<file path="src/common/evi_pkg.sv">
// Overview of operation
// - eighteen vectored sources grouped into eight levels
// - level priority register, then lowest vector wins
// - grant disables interrupts; core fetches 16-bit vector
// - timer-1 overflow, watchdog cleared by acknowledge
// - level one: F6H and F4H, software cleared
// - ECH shares level three, software cleared
// - E0H serial bus; pins at FEH-F8H and DEH-D8H
// - external pins request on falling edge
// - vectors below 256; reset start 0100H
// - enable/disable instructions drive mode bit 0
// - service needs global, level and source enable
// - request register read-only, one flag per level
// - mask bit 1 enables its level
// - mask register at DDH, read and write
// - reset clears mode bits 1 and 0
// - groups A 0-1, B 2-4, C 5-7
// - priority bits 7,4,1 order the groups
// - hidden pending cleared after core acknowledge
package evi_pkg;

    // ----------------------------------------------------------------
    // sizes
    // ----------------------------------------------------------------
    localparam int NSRC = 18; // sources in the vector table
    localparam int NLVL = 8; // request levels
    localparam int ADDR_W = 12; // apb byte address width

    // ----------------------------------------------------------------
    // register indexes (byte address is four times the index)
    // ----------------------------------------------------------------
    localparam logic [9:0] IDX_REQ = 10'h0dc; // level request, read only
    localparam logic [9:0] IDX_MASK = 10'h0dd; // level_mask_reg
    localparam logic [9:0] IDX_MODE = 10'h0de; // system_mode_reg
    localparam logic [9:0] IDX_PRIO = 10'h0ff; // level_priority_reg
    localparam logic [9:0] IDX_SRC_EN = 10'h100; // per-source enables
    localparam logic [9:0] IDX_PEND = 10'h101; // per-source pending flags

    // ----------------------------------------------------------------
    // field positions and reset values
    // ----------------------------------------------------------------
    localparam int MODE_GIE = 0; // global enable bit
    localparam int MODE_B1 = 1; // plain mode bit, cleared by reset
    localparam int MODE_FAST_LO = 2; // fast level field low bit
    localparam int MODE_FAST_HI = 4; // fast level field high bit
    localparam int PRIO_GA = 1; // group order bit (low)
    localparam int PRIO_GB = 4; // group order bit (middle)
    localparam int PRIO_GC = 7; // group order bit (high)
    localparam logic [7:0] MASK_RST = 8'h00;
    localparam logic [7:0] PRIO_RST = 8'h00;
    localparam logic [2:0] FAST_RST = 3'h0;
    localparam logic [NSRC-1:0] EN_RST = 18'h00000;
    localparam logic [15:0] RESET_PC = 16'h0100; // program start address

    // ----------------------------------------------------------------
    // group orders selected by priority bits {7,4,1}
    // ----------------------------------------------------------------
    localparam logic [2:0] GO_BCA = 3'h1;
    localparam logic [2:0] GO_ABC = 3'h2;
    localparam logic [2:0] GO_BAC = 3'h3;
    localparam logic [2:0] GO_CAB = 3'h4;
    localparam logic [2:0] GO_CBA = 3'h5;
    localparam logic [2:0] GO_ACB = 3'h6;

    // ----------------------------------------------------------------
    // source table, index order is descending vector address
    // ----------------------------------------------------------------
    localparam logic [NSRC-1:0][7:0] VEC = {
        8'hd8, 8'hda, 8'hdc, 8'hde, 8'he0, 8'he2, 8'he4, 8'he6, 8'hea,
        8'hec, 8'hf0, 8'hf2, 8'hf4, 8'hf6, 8'hf8, 8'hfa, 8'hfc, 8'hfe};
    localparam logic [NSRC-1:0][2:0] LVL = {
        3'h7, 3'h7, 3'h7, 3'h7, 3'h6, 3'h5, 3'h5, 3'h4, 3'h3,
        3'h3, 3'h2, 3'h2, 3'h1, 3'h1, 3'h0, 3'h0, 3'h0, 3'h0};
    // timer-1 overflow (index 9) and watchdog (index 10)
    localparam logic [NSRC-1:0] HW_CLR = 18'h00600;
    // external pins 0..3 feed sources 0..3, pins 4..7 feed 14..17
    localparam int PIN_HI_OFS = 10;

endpackage : evi_pkg

</file>
<file path="src/hw/evi_level_arb.sv">
// level arbiter: group and subgroup order from the priority byte
module evi_level_arb #(
    parameter int NLVL = 8
) (
    input wire logic [7:0] req,
    input wire logic [7:0] prio,
    output logic win_vld,
    output logic [2:0] win_lvl
);

    // ----------------------------------------------------------------
    // elaboration check
    // ----------------------------------------------------------------
    // the group split is hard wired for exactly eight levels
    if (NLVL != 8) begin : g_bad
        $error("evi_level_arb serves eight levels only");
    end

    logic [1:0][2:0] ord_a; // group A order, first is strongest
    logic [1:0][2:0] sub_b; // levels 3/4 inside group B
    logic [2:0][2:0] ord_b; // group B order
    logic [1:0][2:0] sub_c; // levels 6/7 inside group C
    logic [2:0][2:0] ord_c; // group C order
    logic [7:0][2:0] ord; // full order, element 7 is strongest

    // ----------------------------------------------------------------
    // build order, then take the strongest requesting level
    // ----------------------------------------------------------------
    always_comb begin
        ord_a = prio[0] ? {3'h1, 3'h0} : {3'h0, 3'h1};
        sub_b = prio[3] ? {3'h4, 3'h3} : {3'h3, 3'h4};
        ord_b = prio[2] ? {sub_b, 3'h2} : {3'h2, sub_b};
        sub_c = prio[6] ? {3'h7, 3'h6} : {3'h6, 3'h7};
        ord_c = prio[5] ? {sub_c, 3'h5} : {3'h5, sub_c};
        // codes 000 and 111 are unused; they fall back to A>B>C
        unique case ({prio[7], prio[4], prio[1]})
            evi_pkg::GO_BCA: ord = {ord_b, ord_c, ord_a};
            evi_pkg::GO_BAC: ord = {ord_b, ord_a, ord_c};
            evi_pkg::GO_CAB: ord = {ord_c, ord_a, ord_b};
            evi_pkg::GO_CBA: ord = {ord_c, ord_b, ord_a};
            evi_pkg::GO_ACB: ord = {ord_a, ord_c, ord_b};
            default: ord = {ord_a, ord_b, ord_c};
        endcase
        win_vld = |req;
        win_lvl = 3'h0;
        // weakest first so the strongest hit is assigned last
        for (int i = 0; i < 8; i++) begin
            if (req[ord[i]]) begin
                win_lvl = ord[i];
            end
        end
    end

endmodule : evi_level_arb

</file>
<file path="src/hw/evi_ctrl.sv">
// vectored interrupt unit: apb registers, pending flags, arbitration
//
// Register access over APB is this design's own decision.
module evi_ctrl (
    input wire logic sys_clk,
    input wire logic resetn,
    input wire logic [evi_pkg::ADDR_W-1:0] paddr,
    input wire logic psel,
    input wire logic penable,
    input wire logic pwrite,
    input wire logic [31:0] pwdata,
    output logic [31:0] prdata,
    output logic pready,
    output logic pslverr,
    input wire logic [evi_pkg::NSRC-1:0] src_evt,
    input wire logic [7:0] ext_pin,
    input wire logic global_enable_instr,
    input wire logic global_disable_instr,
    input wire logic request_acknowledge,
    output logic int_req,
    output logic [7:0] int_vector,
    output logic [15:0] reset_pc
);

    // ----------------------------------------------------------------
    // state
    // ----------------------------------------------------------------
    typedef struct packed {
        logic gie; // global enable, mode bit 0
        logic mode_b1; // mode bit 1
        logic [2:0] fast; // fast level field, stored only
        logic [7:0] mask; // level mask
        logic [7:0] prio; // level priority
        logic [evi_pkg::NSRC-1:0] en; // source enables
        logic [evi_pkg::NSRC-1:0] pend; // source pending flags
        logic [7:0] pin_d; // last sampled pin levels
        logic irq; // request to the core
        logic [7:0] vec; // vector location of the winner
        logic [4:0] sidx; // winning source index
        logic [31:0] rdata; // read data for the access phase
    } evi_state_t;

    evi_state_t st_r; // registered state
    evi_state_t st_nxt; // next state

    // ----------------------------------------------------------------
    // combinational helpers
    // ----------------------------------------------------------------
    logic [9:0] idx; // register index from the byte address
    logic wr_acc; // write access phase
    logic hit; // address maps to a register
    logic [evi_pkg::NSRC-1:0] evt; // set events this cycle
    logic [evi_pkg::NSRC-1:0] act; // pending and enabled
    logic [evi_pkg::NSRC-1:0] clr; // clear requests this cycle
    logic [7:0] fall; // falling edges on pins
    logic [7:0] lreq; // per-level request flags
    logic [7:0] lgo; // levels allowed to compete
    logic win_vld; // some level may be served
    logic [2:0] win_lvl; // served level
    logic [4:0] sel; // served source

    assign idx = paddr[evi_pkg::ADDR_W-1:2];
    assign wr_acc = psel && penable && pwrite;
    assign hit = (idx == evi_pkg::IDX_REQ) || (idx == evi_pkg::IDX_MASK) ||
        (idx == evi_pkg::IDX_MODE) || (idx == evi_pkg::IDX_PRIO) ||
        (idx == evi_pkg::IDX_SRC_EN) || (idx == evi_pkg::IDX_PEND);

    // ----------------------------------------------------------------
    // level arbiter
    // ----------------------------------------------------------------
    // only unmasked levels compete, and none while globally disabled
    assign lgo = lreq & st_r.mask & {8{st_r.gie}};

    evi_level_arb #(
        .NLVL(evi_pkg::NLVL)
    ) u_arb (
        .req(lgo),
        .prio(st_r.prio),
        .win_vld(win_vld),
        .win_lvl(win_lvl)
    );

    // ----------------------------------------------------------------
    // next state
    // ----------------------------------------------------------------
    always_comb begin
        st_nxt = st_r;
        // pins are synchronous; falling edge is high then low
        fall = st_r.pin_d & ~ext_pin;
        st_nxt.pin_d = ext_pin;
        // peripheral events, pin slots are overridden by the pins
        evt = src_evt;
        for (int k = 0; k < 8; k++) begin
            if (k < 4) begin
                evt[k] = fall[k];
            end else begin
                evt[k + evi_pkg::PIN_HI_OFS] = fall[k];
            end
        end
        // per-level flags gather all enabled pending sources
        act = st_r.pend & st_r.en;
        lreq = 8'h00;
        for (int i = 0; i < evi_pkg::NSRC; i++) begin
            if (act[i]) begin
                lreq[evi_pkg::LVL[i]] = 1'b1;
            end
        end
        // in-level winner: higher index means lower vector address
        sel = 5'h00;
        for (int i = 0; i < evi_pkg::NSRC; i++) begin
            if (act[i] && (evi_pkg::LVL[i] == win_lvl)) begin
                sel = 5'(i);
            end
        end
        // request and vector recomputed every cycle
        st_nxt.irq = win_vld;
        st_nxt.vec = evi_pkg::VEC[sel];
        st_nxt.sidx = sel;
        // software clears by writing 0; hidden flags cannot be hit
        clr = '0;
        if (wr_acc && (idx == evi_pkg::IDX_PEND)) begin
            clr = ~pwdata[evi_pkg::NSRC-1:0] & ~evi_pkg::HW_CLR;
        end
        // acknowledge clears only a hardware-cleared winner
        if (request_acknowledge && st_r.irq && evi_pkg::HW_CLR[st_r.sidx]) begin
            clr[st_r.sidx] = 1'b1;
        end
        // a new event in the same cycle beats its clear
        st_nxt.pend = (st_r.pend & ~clr) | evt;
        // register writes; the request register ignores writes
        if (wr_acc) begin
            unique case (idx)
                evi_pkg::IDX_MASK: begin
                    st_nxt.mask = pwdata[7:0];
                end
                evi_pkg::IDX_MODE: begin
                    st_nxt.gie = pwdata[evi_pkg::MODE_GIE];
                    st_nxt.mode_b1 = pwdata[evi_pkg::MODE_B1];
                    st_nxt.fast = pwdata[evi_pkg::MODE_FAST_HI:evi_pkg::MODE_FAST_LO];
                end
                evi_pkg::IDX_PRIO: begin
                    st_nxt.prio = pwdata[7:0];
                end
                evi_pkg::IDX_SRC_EN: begin
                    st_nxt.en = pwdata[evi_pkg::NSRC-1:0];
                end
                default: begin
                    // read-only or unmapped: nothing stored
                end
            endcase
        end
        // instructions override a direct write in the same cycle
        if (global_enable_instr) begin
            st_nxt.gie = 1'b1;
        end
        if (global_disable_instr) begin
            st_nxt.gie = 1'b0;
        end
        // a grant shuts further requests out until re-enabled
        if (request_acknowledge && st_r.irq) begin
            st_nxt.gie = 1'b0;
        end
        // read data prepared during setup, shown in access phase
        st_nxt.rdata = 32'h0000_0000;
        if (psel && !penable && !pwrite) begin
            unique case (idx)
                evi_pkg::IDX_REQ: st_nxt.rdata[7:0] = lreq;
                evi_pkg::IDX_MASK: st_nxt.rdata[7:0] = st_r.mask;
                evi_pkg::IDX_MODE: st_nxt.rdata[4:0] = {st_r.fast, st_r.mode_b1, st_r.gie};
                evi_pkg::IDX_PRIO: st_nxt.rdata[7:0] = st_r.prio;
                evi_pkg::IDX_SRC_EN: st_nxt.rdata[evi_pkg::NSRC-1:0] = st_r.en;
                // hidden hardware-cleared flags read as zero
                evi_pkg::IDX_PEND: begin
                    st_nxt.rdata[evi_pkg::NSRC-1:0] = st_r.pend & ~evi_pkg::HW_CLR;
                end
                default: st_nxt.rdata = 32'h0000_0000;
            endcase
        end
    end

    // ----------------------------------------------------------------
    // state register
    // ----------------------------------------------------------------
    // mask and priority are undefined by nature; zero is chosen so
    // nothing is served before software initialises them
    always_ff @(posedge sys_clk or negedge resetn) begin
        if (!resetn) begin
            st_r.gie <= 1'b0;
            st_r.mode_b1 <= 1'b0;
            st_r.fast <= evi_pkg::FAST_RST;
            st_r.mask <= evi_pkg::MASK_RST;
            st_r.prio <= evi_pkg::PRIO_RST;
            st_r.en <= evi_pkg::EN_RST;
            st_r.pend <= '0;
            st_r.pin_d <= 8'hff;
            st_r.irq <= 1'b0;
            st_r.vec <= 8'h00;
            st_r.sidx <= 5'h00;
            st_r.rdata <= 32'h0000_0000;
        end else begin
            st_r <= st_nxt;
        end
    end

    // ----------------------------------------------------------------
    // outputs
    // ----------------------------------------------------------------
    // zero wait states: every access completes in its first cycle
    assign pready = psel && penable;
    assign pslverr = psel && penable && !hit;
    assign prdata = st_r.rdata;
    assign int_req = st_r.irq;
    assign int_vector = st_r.vec;
    assign reset_pc = evi_pkg::RESET_PC;

    logic mode_wr; // direct write to the mode register
    logic pend_wr; // direct write to the pending register
    assign mode_wr = wr_acc && (idx == evi_pkg::IDX_MODE);
    assign pend_wr = wr_acc && (idx == evi_pkg::IDX_PEND);
endmodule : evi_ctrl

</file>
<file path="config.mk">
export PLATFORM = sky130hd
export DESIGN_NAME = evi_ctrl
export DESIGN_NICKNAME = d
export VERILOG_FILES = /design/src/common/evi_pkg.sv /design/src/hw/evi_level_arb.sv /design/src/hw/evi_ctrl.sv
export SDC_FILE = /design/constraint.sdc
export NUM_CORES = 1
export LEC_CHECK = 0
export ABC_AREA = 1
export BUFFER_PORTS_ARGS = -buffer_cell sky130_fd_sc_hd__buf_4
export CORE_MARGIN = 2
export CORE_UTILIZATION = 56
export DETAILED_ROUTE_END_ITERATION = 10
export PLACE_DENSITY = 0.88
export SLEW_MARGIN = 5
export SYNTH_ARGS = -nofsm -noshare
export SYNTH_HDL_FRONTEND = slang
export SYNTH_HIERARCHICAL = 1
export SYNTH_SLANG_ARGS = --single-unit
export TNS_END_PERCENT = 50
</file>
<file path="constraint.sdc">
create_clock -name sys_clk -period 3.7 [get_ports sys_clk]
set_input_delay 0.37 -clock sys_clk [delete_from_list [all_inputs] [get_ports sys_clk]]
set_output_delay 0.37 -clock sys_clk [all_outputs]
set_load 0.02 [all_outputs]
</file>
======== Yosys cells after proc, flatten, opt, wreduce, memory -nomap -nowiden ========
Memories as Yosys holds them, arrays and structs flattened. A register that Yosys moved wholly into a read port is not among the register bits.
Cells that the tools add are included.
operators by class
  order comparisons ....................... 10
  eq/ne operators ......................... 18
  muxes and demuxes ....................... 82
  bitwise operators ....................... 10
  reduce and logical (&&, ||, !) cells .... 44
operator list
  operator                                                                      number
  24-bit one-hot mux with 5 select lines                                        1
  5-bit two-way mux                                                             17
  18-bit two-way mux                                                            4
  10-bit by 8-bit == test with 1-bit output, second input constant              4
  39-bit two-way mux                                                            1
  18-bit bitwise AND                                                            2
  18-bit inverter                                                               2
  18-bit OR                                                                     2
  3-bit by 4-bit less-than comparator with 1-bit output, second input constant  8
  1-bit two-way mux                                                             32
  5-bit one-hot mux with 6 select lines                                         1
  1-bit logical AND                                                             26
  8-bit bitwise AND                                                             3
  1-bit binary-select mux with 3-bit select                                     8
  3-bit two-way mux                                                             8
  10-bit by 9-bit == test with 1-bit output, second input constant              2
  10-bit one-hot mux with 2 select lines                                        1
  9-bit two-way mux                                                             2
  8-bit two-way mux                                                             2
  3-bit one-hot mux with 5 select lines                                         1
  3-bit == test, first input constant                                           4
  2-bit AND reduction                                                           5
  3-bit == test, second input constant                                          3
  4-bit two-way mux                                                             2
  14 further kinds                                                              23
storage, ports and cells
  register bits ........................... 103
  memory bits (read-only) ................. 288
  bits of input ports ..................... 78
  memories ................................ 2
memory list
  name             words  width  read ports  clocked after Yosys merged registers in  write ports  RTL line         RTL
  (no name shown)  32     8      1           1                                        0            evi_ctrl.sv:117  st_nxt.vec = evi_pkg::VEC[sel];
  (no name shown)  32     1      1           0                                        0            evi_ctrl.sv:125  if (request_acknowledge && st_r.irq && evi_pkg::HW_CLR[st_r.sidx]) begin

======== Logic depth before layout (Yosys ltp) ========
  depth after elaboration ................. 36
  mapped depth ............................ 34

======== Hierarchy ========
The synthesis kept the hierarchy.
by module, submodules not included
  module         instances  cells an instance  area an instance (um^2)
  evi_ctrl       1          552                4780.8
  evi_level_arb  1          322                1562.7

======== Worst setup path after synthesis ========
Ideal clock, no wire load.
  kind .................................... register to register
  start ................................... reg st_r[92] (netlist name)
  end ..................................... reg int_vector[1] (netlist name)
  library setup time ...................... 123 ps
  arrival ................................. 3245 ps
  setup slack ............................. 333 ps
  cell stages (with the launch flop) ...... 27
  buffers on the path ..................... 0
  path through ............................ dfrtp_1 -> inv_1 -> ha_1 -> inv_1 -> nand2_1 -> o21ai_0 -> a21oi_1 -> inv_1 -> a21oi_1 -> o21ai_0 -> a31oi_1 -> o21ai_0 -> inv_1 -> nand2_1 -> nand2_1 -> inv_1 -> nor2_1 -> nand4_1 -> inv_1 -> o21bai_1 -> nand3_1 -> nand2_1 -> nand2_1 -> ha_1 -> inv_1 -> nor2_1 -> a21oi_1
on the way
  longest elaborated chain between the ends .. 31
RTL lines
  item                                        RTL line             RTL
  9-bit two-way mux (*)                       evi_level_arb.sv:32  ord_b = prio[2] ? {sub_b, 3'h2} : {3'h2, sub_b};
  24-bit one-hot mux with 5 select lines (*)  evi_level_arb.sv:36  unique case ({prio[7], prio[4], prio[1]})
  1-bit binary-select mux with 3-bit select   evi_level_arb.sv:48  if (req[ord[i]]) begin
  1-bit two-way mux (implied by the code)     evi_level_arb.sv:48
  3-bit two-way mux (7 in a row)              evi_level_arb.sv:48
  3-bit two-way mux (*)                       evi_level_arb.sv:48
  named net win_lvl[0]                        evi_ctrl.sv:59       logic [2:0] win_lvl;
  3-bit zero test                             evi_ctrl.sv:111      if (act[i] && (evi_pkg::LVL[i] == win_lvl)) begin
  1-bit logical AND                           evi_ctrl.sv:111
  1-bit two-way mux                           evi_ctrl.sv:111
  5-bit two-way mux (15 in a row)             evi_ctrl.sv:111
  5-bit two-way mux (*)                       evi_ctrl.sv:111
  named net sel[0]                            evi_ctrl.sv:60       logic [4:0] sel;
The timed path passes the listed nets; every way through them passes the cells marked *. The select of a mux whose other input is x is not followed.
A chain may end at the register's enable or synchronous reset.

======== Worst setup path in the final report ========
  start ................................... reg st_r[66] (netlist name)
  end ..................................... reg int_vector[1] (netlist name)
on the way
  longest elaborated chain between the ends .. 33
RTL lines
  item                                       RTL line             RTL
  start: declaration                         evi_ctrl.sv:43       evi_state_t st_r;
  start signal: assignment                   evi_ctrl.sv:201      st_r <= st_nxt;
  18-bit bitwise AND (*)                     evi_ctrl.sv:101      act = st_r.pend & st_r.en;
  1-bit two-way mux (*)                      evi_ctrl.sv:104      if (act[i]) begin
  8-bit bitwise AND (*) (2 in a row)         evi_ctrl.sv:72       assign lgo = lreq & st_r.mask & {8{st_r.gie}};
  named net lgo[5]                           evi_ctrl.sv:57       logic [7:0] lgo;
  1-bit binary-select mux with 3-bit select  evi_level_arb.sv:48
  1-bit two-way mux (implied by the code)    evi_level_arb.sv:48
  3-bit two-way mux (7 in a row)             evi_level_arb.sv:48
  3-bit two-way mux (*)                      evi_level_arb.sv:48
  named net win_lvl[2]                       evi_ctrl.sv:59
  3-bit zero test                            evi_ctrl.sv:111
  1-bit logical AND                          evi_ctrl.sv:111
  1-bit two-way mux                          evi_ctrl.sv:111
  5-bit two-way mux (15 in a row)            evi_ctrl.sv:111
  5-bit two-way mux (*)                      evi_ctrl.sv:111
Marks and branches as above.

==> reports/metrics.yaml <==
floorplanning:
  rows: 38
  ios: 137
  die_y_um: 110
  initial_core_util_pct: 58.0
  die-area_mm2: 0.0122
  die_w_um: 110
  core_mm2: 0.0109
status:
  violations: "setup timing"
  status: "complete, but fails checks"
final_layout:
  multi_input_area_mm2: 0.00353
  seq_area_mm2: 0.00239
  area_delta_synth_final_pct: 29.1
  stdcell_count: 1162
  fill_cells: 715
  diodes: 0
  drive_above_1_share_pct: 32.5
  nets: 1109
synthesis:
  synth.area.top_cells: "dfrtp_1, nand2_1, buf_4"
  yosys-top-cells-count: "nand2_1, inv_1, dfrtp_1"
  synth_cells: 874
  yosysTopAreaCell: "dfrtp_1"
  synth-edff-count: 0
  yosysMostFrequentCell: "nand2_1"
  synth_ff_type: "dfrtp_1"
  netlist_area_mm2: 0.00634
  syn_area_per_cell_um2: 7.26
  synthArstFlopShare_pct: 100
  ys_ff_latch: 95
  netlist.area_leader.share_pct: 34.3
  ys_warn_count: 6
  ys_seq_area_share_pct: 37.6
  synth_cell_types: 48
clock_tree:
  path_clk_slew_ns: 0.07
  clockBufferDepth: 2
  holdBufCountCts: 0
  numCtsBuffers: 9
  cts.sinks: 95
  cts_tree: "built"
  clk_latency_ns: 0.35
  cts-root-buf: "clkbuf_16"
  htree_levels: 3
critical_path:
  slowest_stage: "dfrtp_1"
  critical_path_class: "flop to flop"
  cp.arrival_ns: 4.04
  end_kind: "flop"
  cpPeakStageDelay_ns: 0.39
  path_max_fanout: 7
  required_ns: 3.94
  cp_num_buf_inv: 5
  cp_common_cell: "nand2_1"
  path_delay_family: "simple AND/OR/NAND/NOR gates"
  startpoint_type: "flop"
sta:
  fin_crit_sh_pct: 103
  max_freq_ghz: 0.263
  worst_slew_pin_slew_ns: 0.849
  fin_skew_ns: 0.00500
  finalHoldViolations: 0
  min_period_ns: 3.80
  relSlewSlack_pct: 43.4
  drv_slew: 0
  post-route-worst-setup-slack_ns: -0.103
  setup_viol_count_final: 4
  rsz0062_at_grt: "yes"
  whs_ns: 0.130
placement:
  dpl.hpwl_um: 12800
  io_buffers: 81
  dp.cells: 1122
  place.gp.congestion: 0.963
drt:
  wirelength_um: 20600
  detail_route.wl_per_cell_um: 17.7
  drc: 0
  vias_per_cell: 5.84
  drtIter0Drc: 881
  first_pass_iters: 8
  ant_nets: 0
  num_vias: 6786
pwr:
  swShare_pct: 24.7
  clock_power_share_pct: 43.2
  internal-power_mw: 1.69
  max-vdd-ir-drop_mv: 0.373
  p_switching_mw: 0.554
  power.leakage_nw: 4.02
  power_density_mw_per_mm2: 274
  seq_power_share_pct: 47.0
  pwr-share-comb_pct: 9.8
global_routing:
  antenna_found_initial: 0
  grtUsageTotal_pct: 29.7
  grt_pass1_vias: 6223
  grt_max_degree: 70
  grt_overflow: 0
  grt_pass1_wl_um: 29800
run:
  drv_cap: 0
hold_path:
  holdCritPathClass: "input pin to flop"
stage by stage:
step                      util, %  setup TNS [ns]  area, um^2  power [mW]  worst slack (ns)
after floorplan                 -               0        6460        1.18             0.333
after global placement       66.1          -0.196        7230        1.25           -0.0599
after detailed placement     66.1          -0.522        7230        1.26            -0.160
after CTS                    69.4        -0.00152        7590        2.20         -0.000802
after global routing         74.9           -1.31        8190        2.30            -0.302
final                        74.9          -0.286        8190        2.25            -0.103
state kept, by name (all words and copies together), names as in the netlist:
name,count
st_r,70
int_vector,6
prdata,18
int_req,1
worst register-to-register path, delay by kind of cell (launching register included):
kind            cells  cell delay [ns]
simple gates       20             2.05
buf+inv             5             0.70
flops               1             0.39
fa+ha+maj           1             0.29
compound gates      3             0.27
placed cells by master (no fill, tap or decap), types with 13 or more instances in the layout:
master     n
nor2_1    36
nand2_2   34
dfrtp_1   84
nand2_4   13
a21oi_1   44
inv_1    101
nand2_1  194
o21ai_1   14
conb_1    32
buf_4    162
o21ai_0   64
nand3_1   67
inv_2     19
logic make-up after synthesis:
family	after synthesis	share of synthesized area, %
multiplexers	10	2.07
other	2	0.118
adder cells (fa/ha/maj)	14	2.76
buffers and inverters	190	15.1
AO/OA/AOI/OAI	165	14.6
flip-flops	95	37.6
AND/OR/NAND/NOR	398	27.8
worst paths after layout:
kind,slack [ns],endpoint,from,cells past startpoint
max in group asynchronous,2.66,st_r[97],resetn,2
min,0.13,st_r[52],ext_pin[6],1
max,-0.10,int_vector[1],st_r[66],29
max reg2reg,-0.10,int_vector[1],st_r[66],29
min reg2reg,0.49,st_r[109],st_r[109],2
min in group asynchronous,0.14,st_r[69],resetn,1
per-layer routing:
| layer | vias up | share of wire, % | global-route usage [%] |
|---|---|---|---|
| met5 | - | 0 | 0 |
| met4 | 0 | 5.7 | 15.4 |
| met3 | 132 | 9.9 | 4.61 |
| met2 | 493 | 49 | 50.8 |
| met1 | 3123 | 36 | 36.3 |
| li1 | 3038 | - | - |
power by group through the flow:
stage               clock network, mW  registers [mW]  logic [mW]
finish                          0.971            1.05       0.220
global route                     1.01            1.05       0.238
CTS                             0.958            1.05       0.190
detailed placement                  0            1.07       0.185
global placement                    0            1.07       0.182
floorplan                           0            1.07       0.112
final cells by class:
| type | count | share of cell area [%] |
|---|---|---|
| Multi-Input combinational cell | 619 | 43.1 |
| Inverter | 124 | 5.81 |
| Sequential cell | 95 | 29.2 |
| Clock buffer | 12 | 3.13 |
| Clock inverter | 4 | 0.672 |
| Tap cell | 140 | 2.14 |
| Timing Repair Buffer | 168 | 15.9 |
timing repair:
item | 4_1_cts | 5_1_grt
setup endpoints to repair | 5 | 9
resized for setup | 11 | 120
endpoints found under the hold margin | 0 | 0
pin swaps | 1 | 45
buffers inserted | 2 | 22
Power figures use the tool's default switching activity.
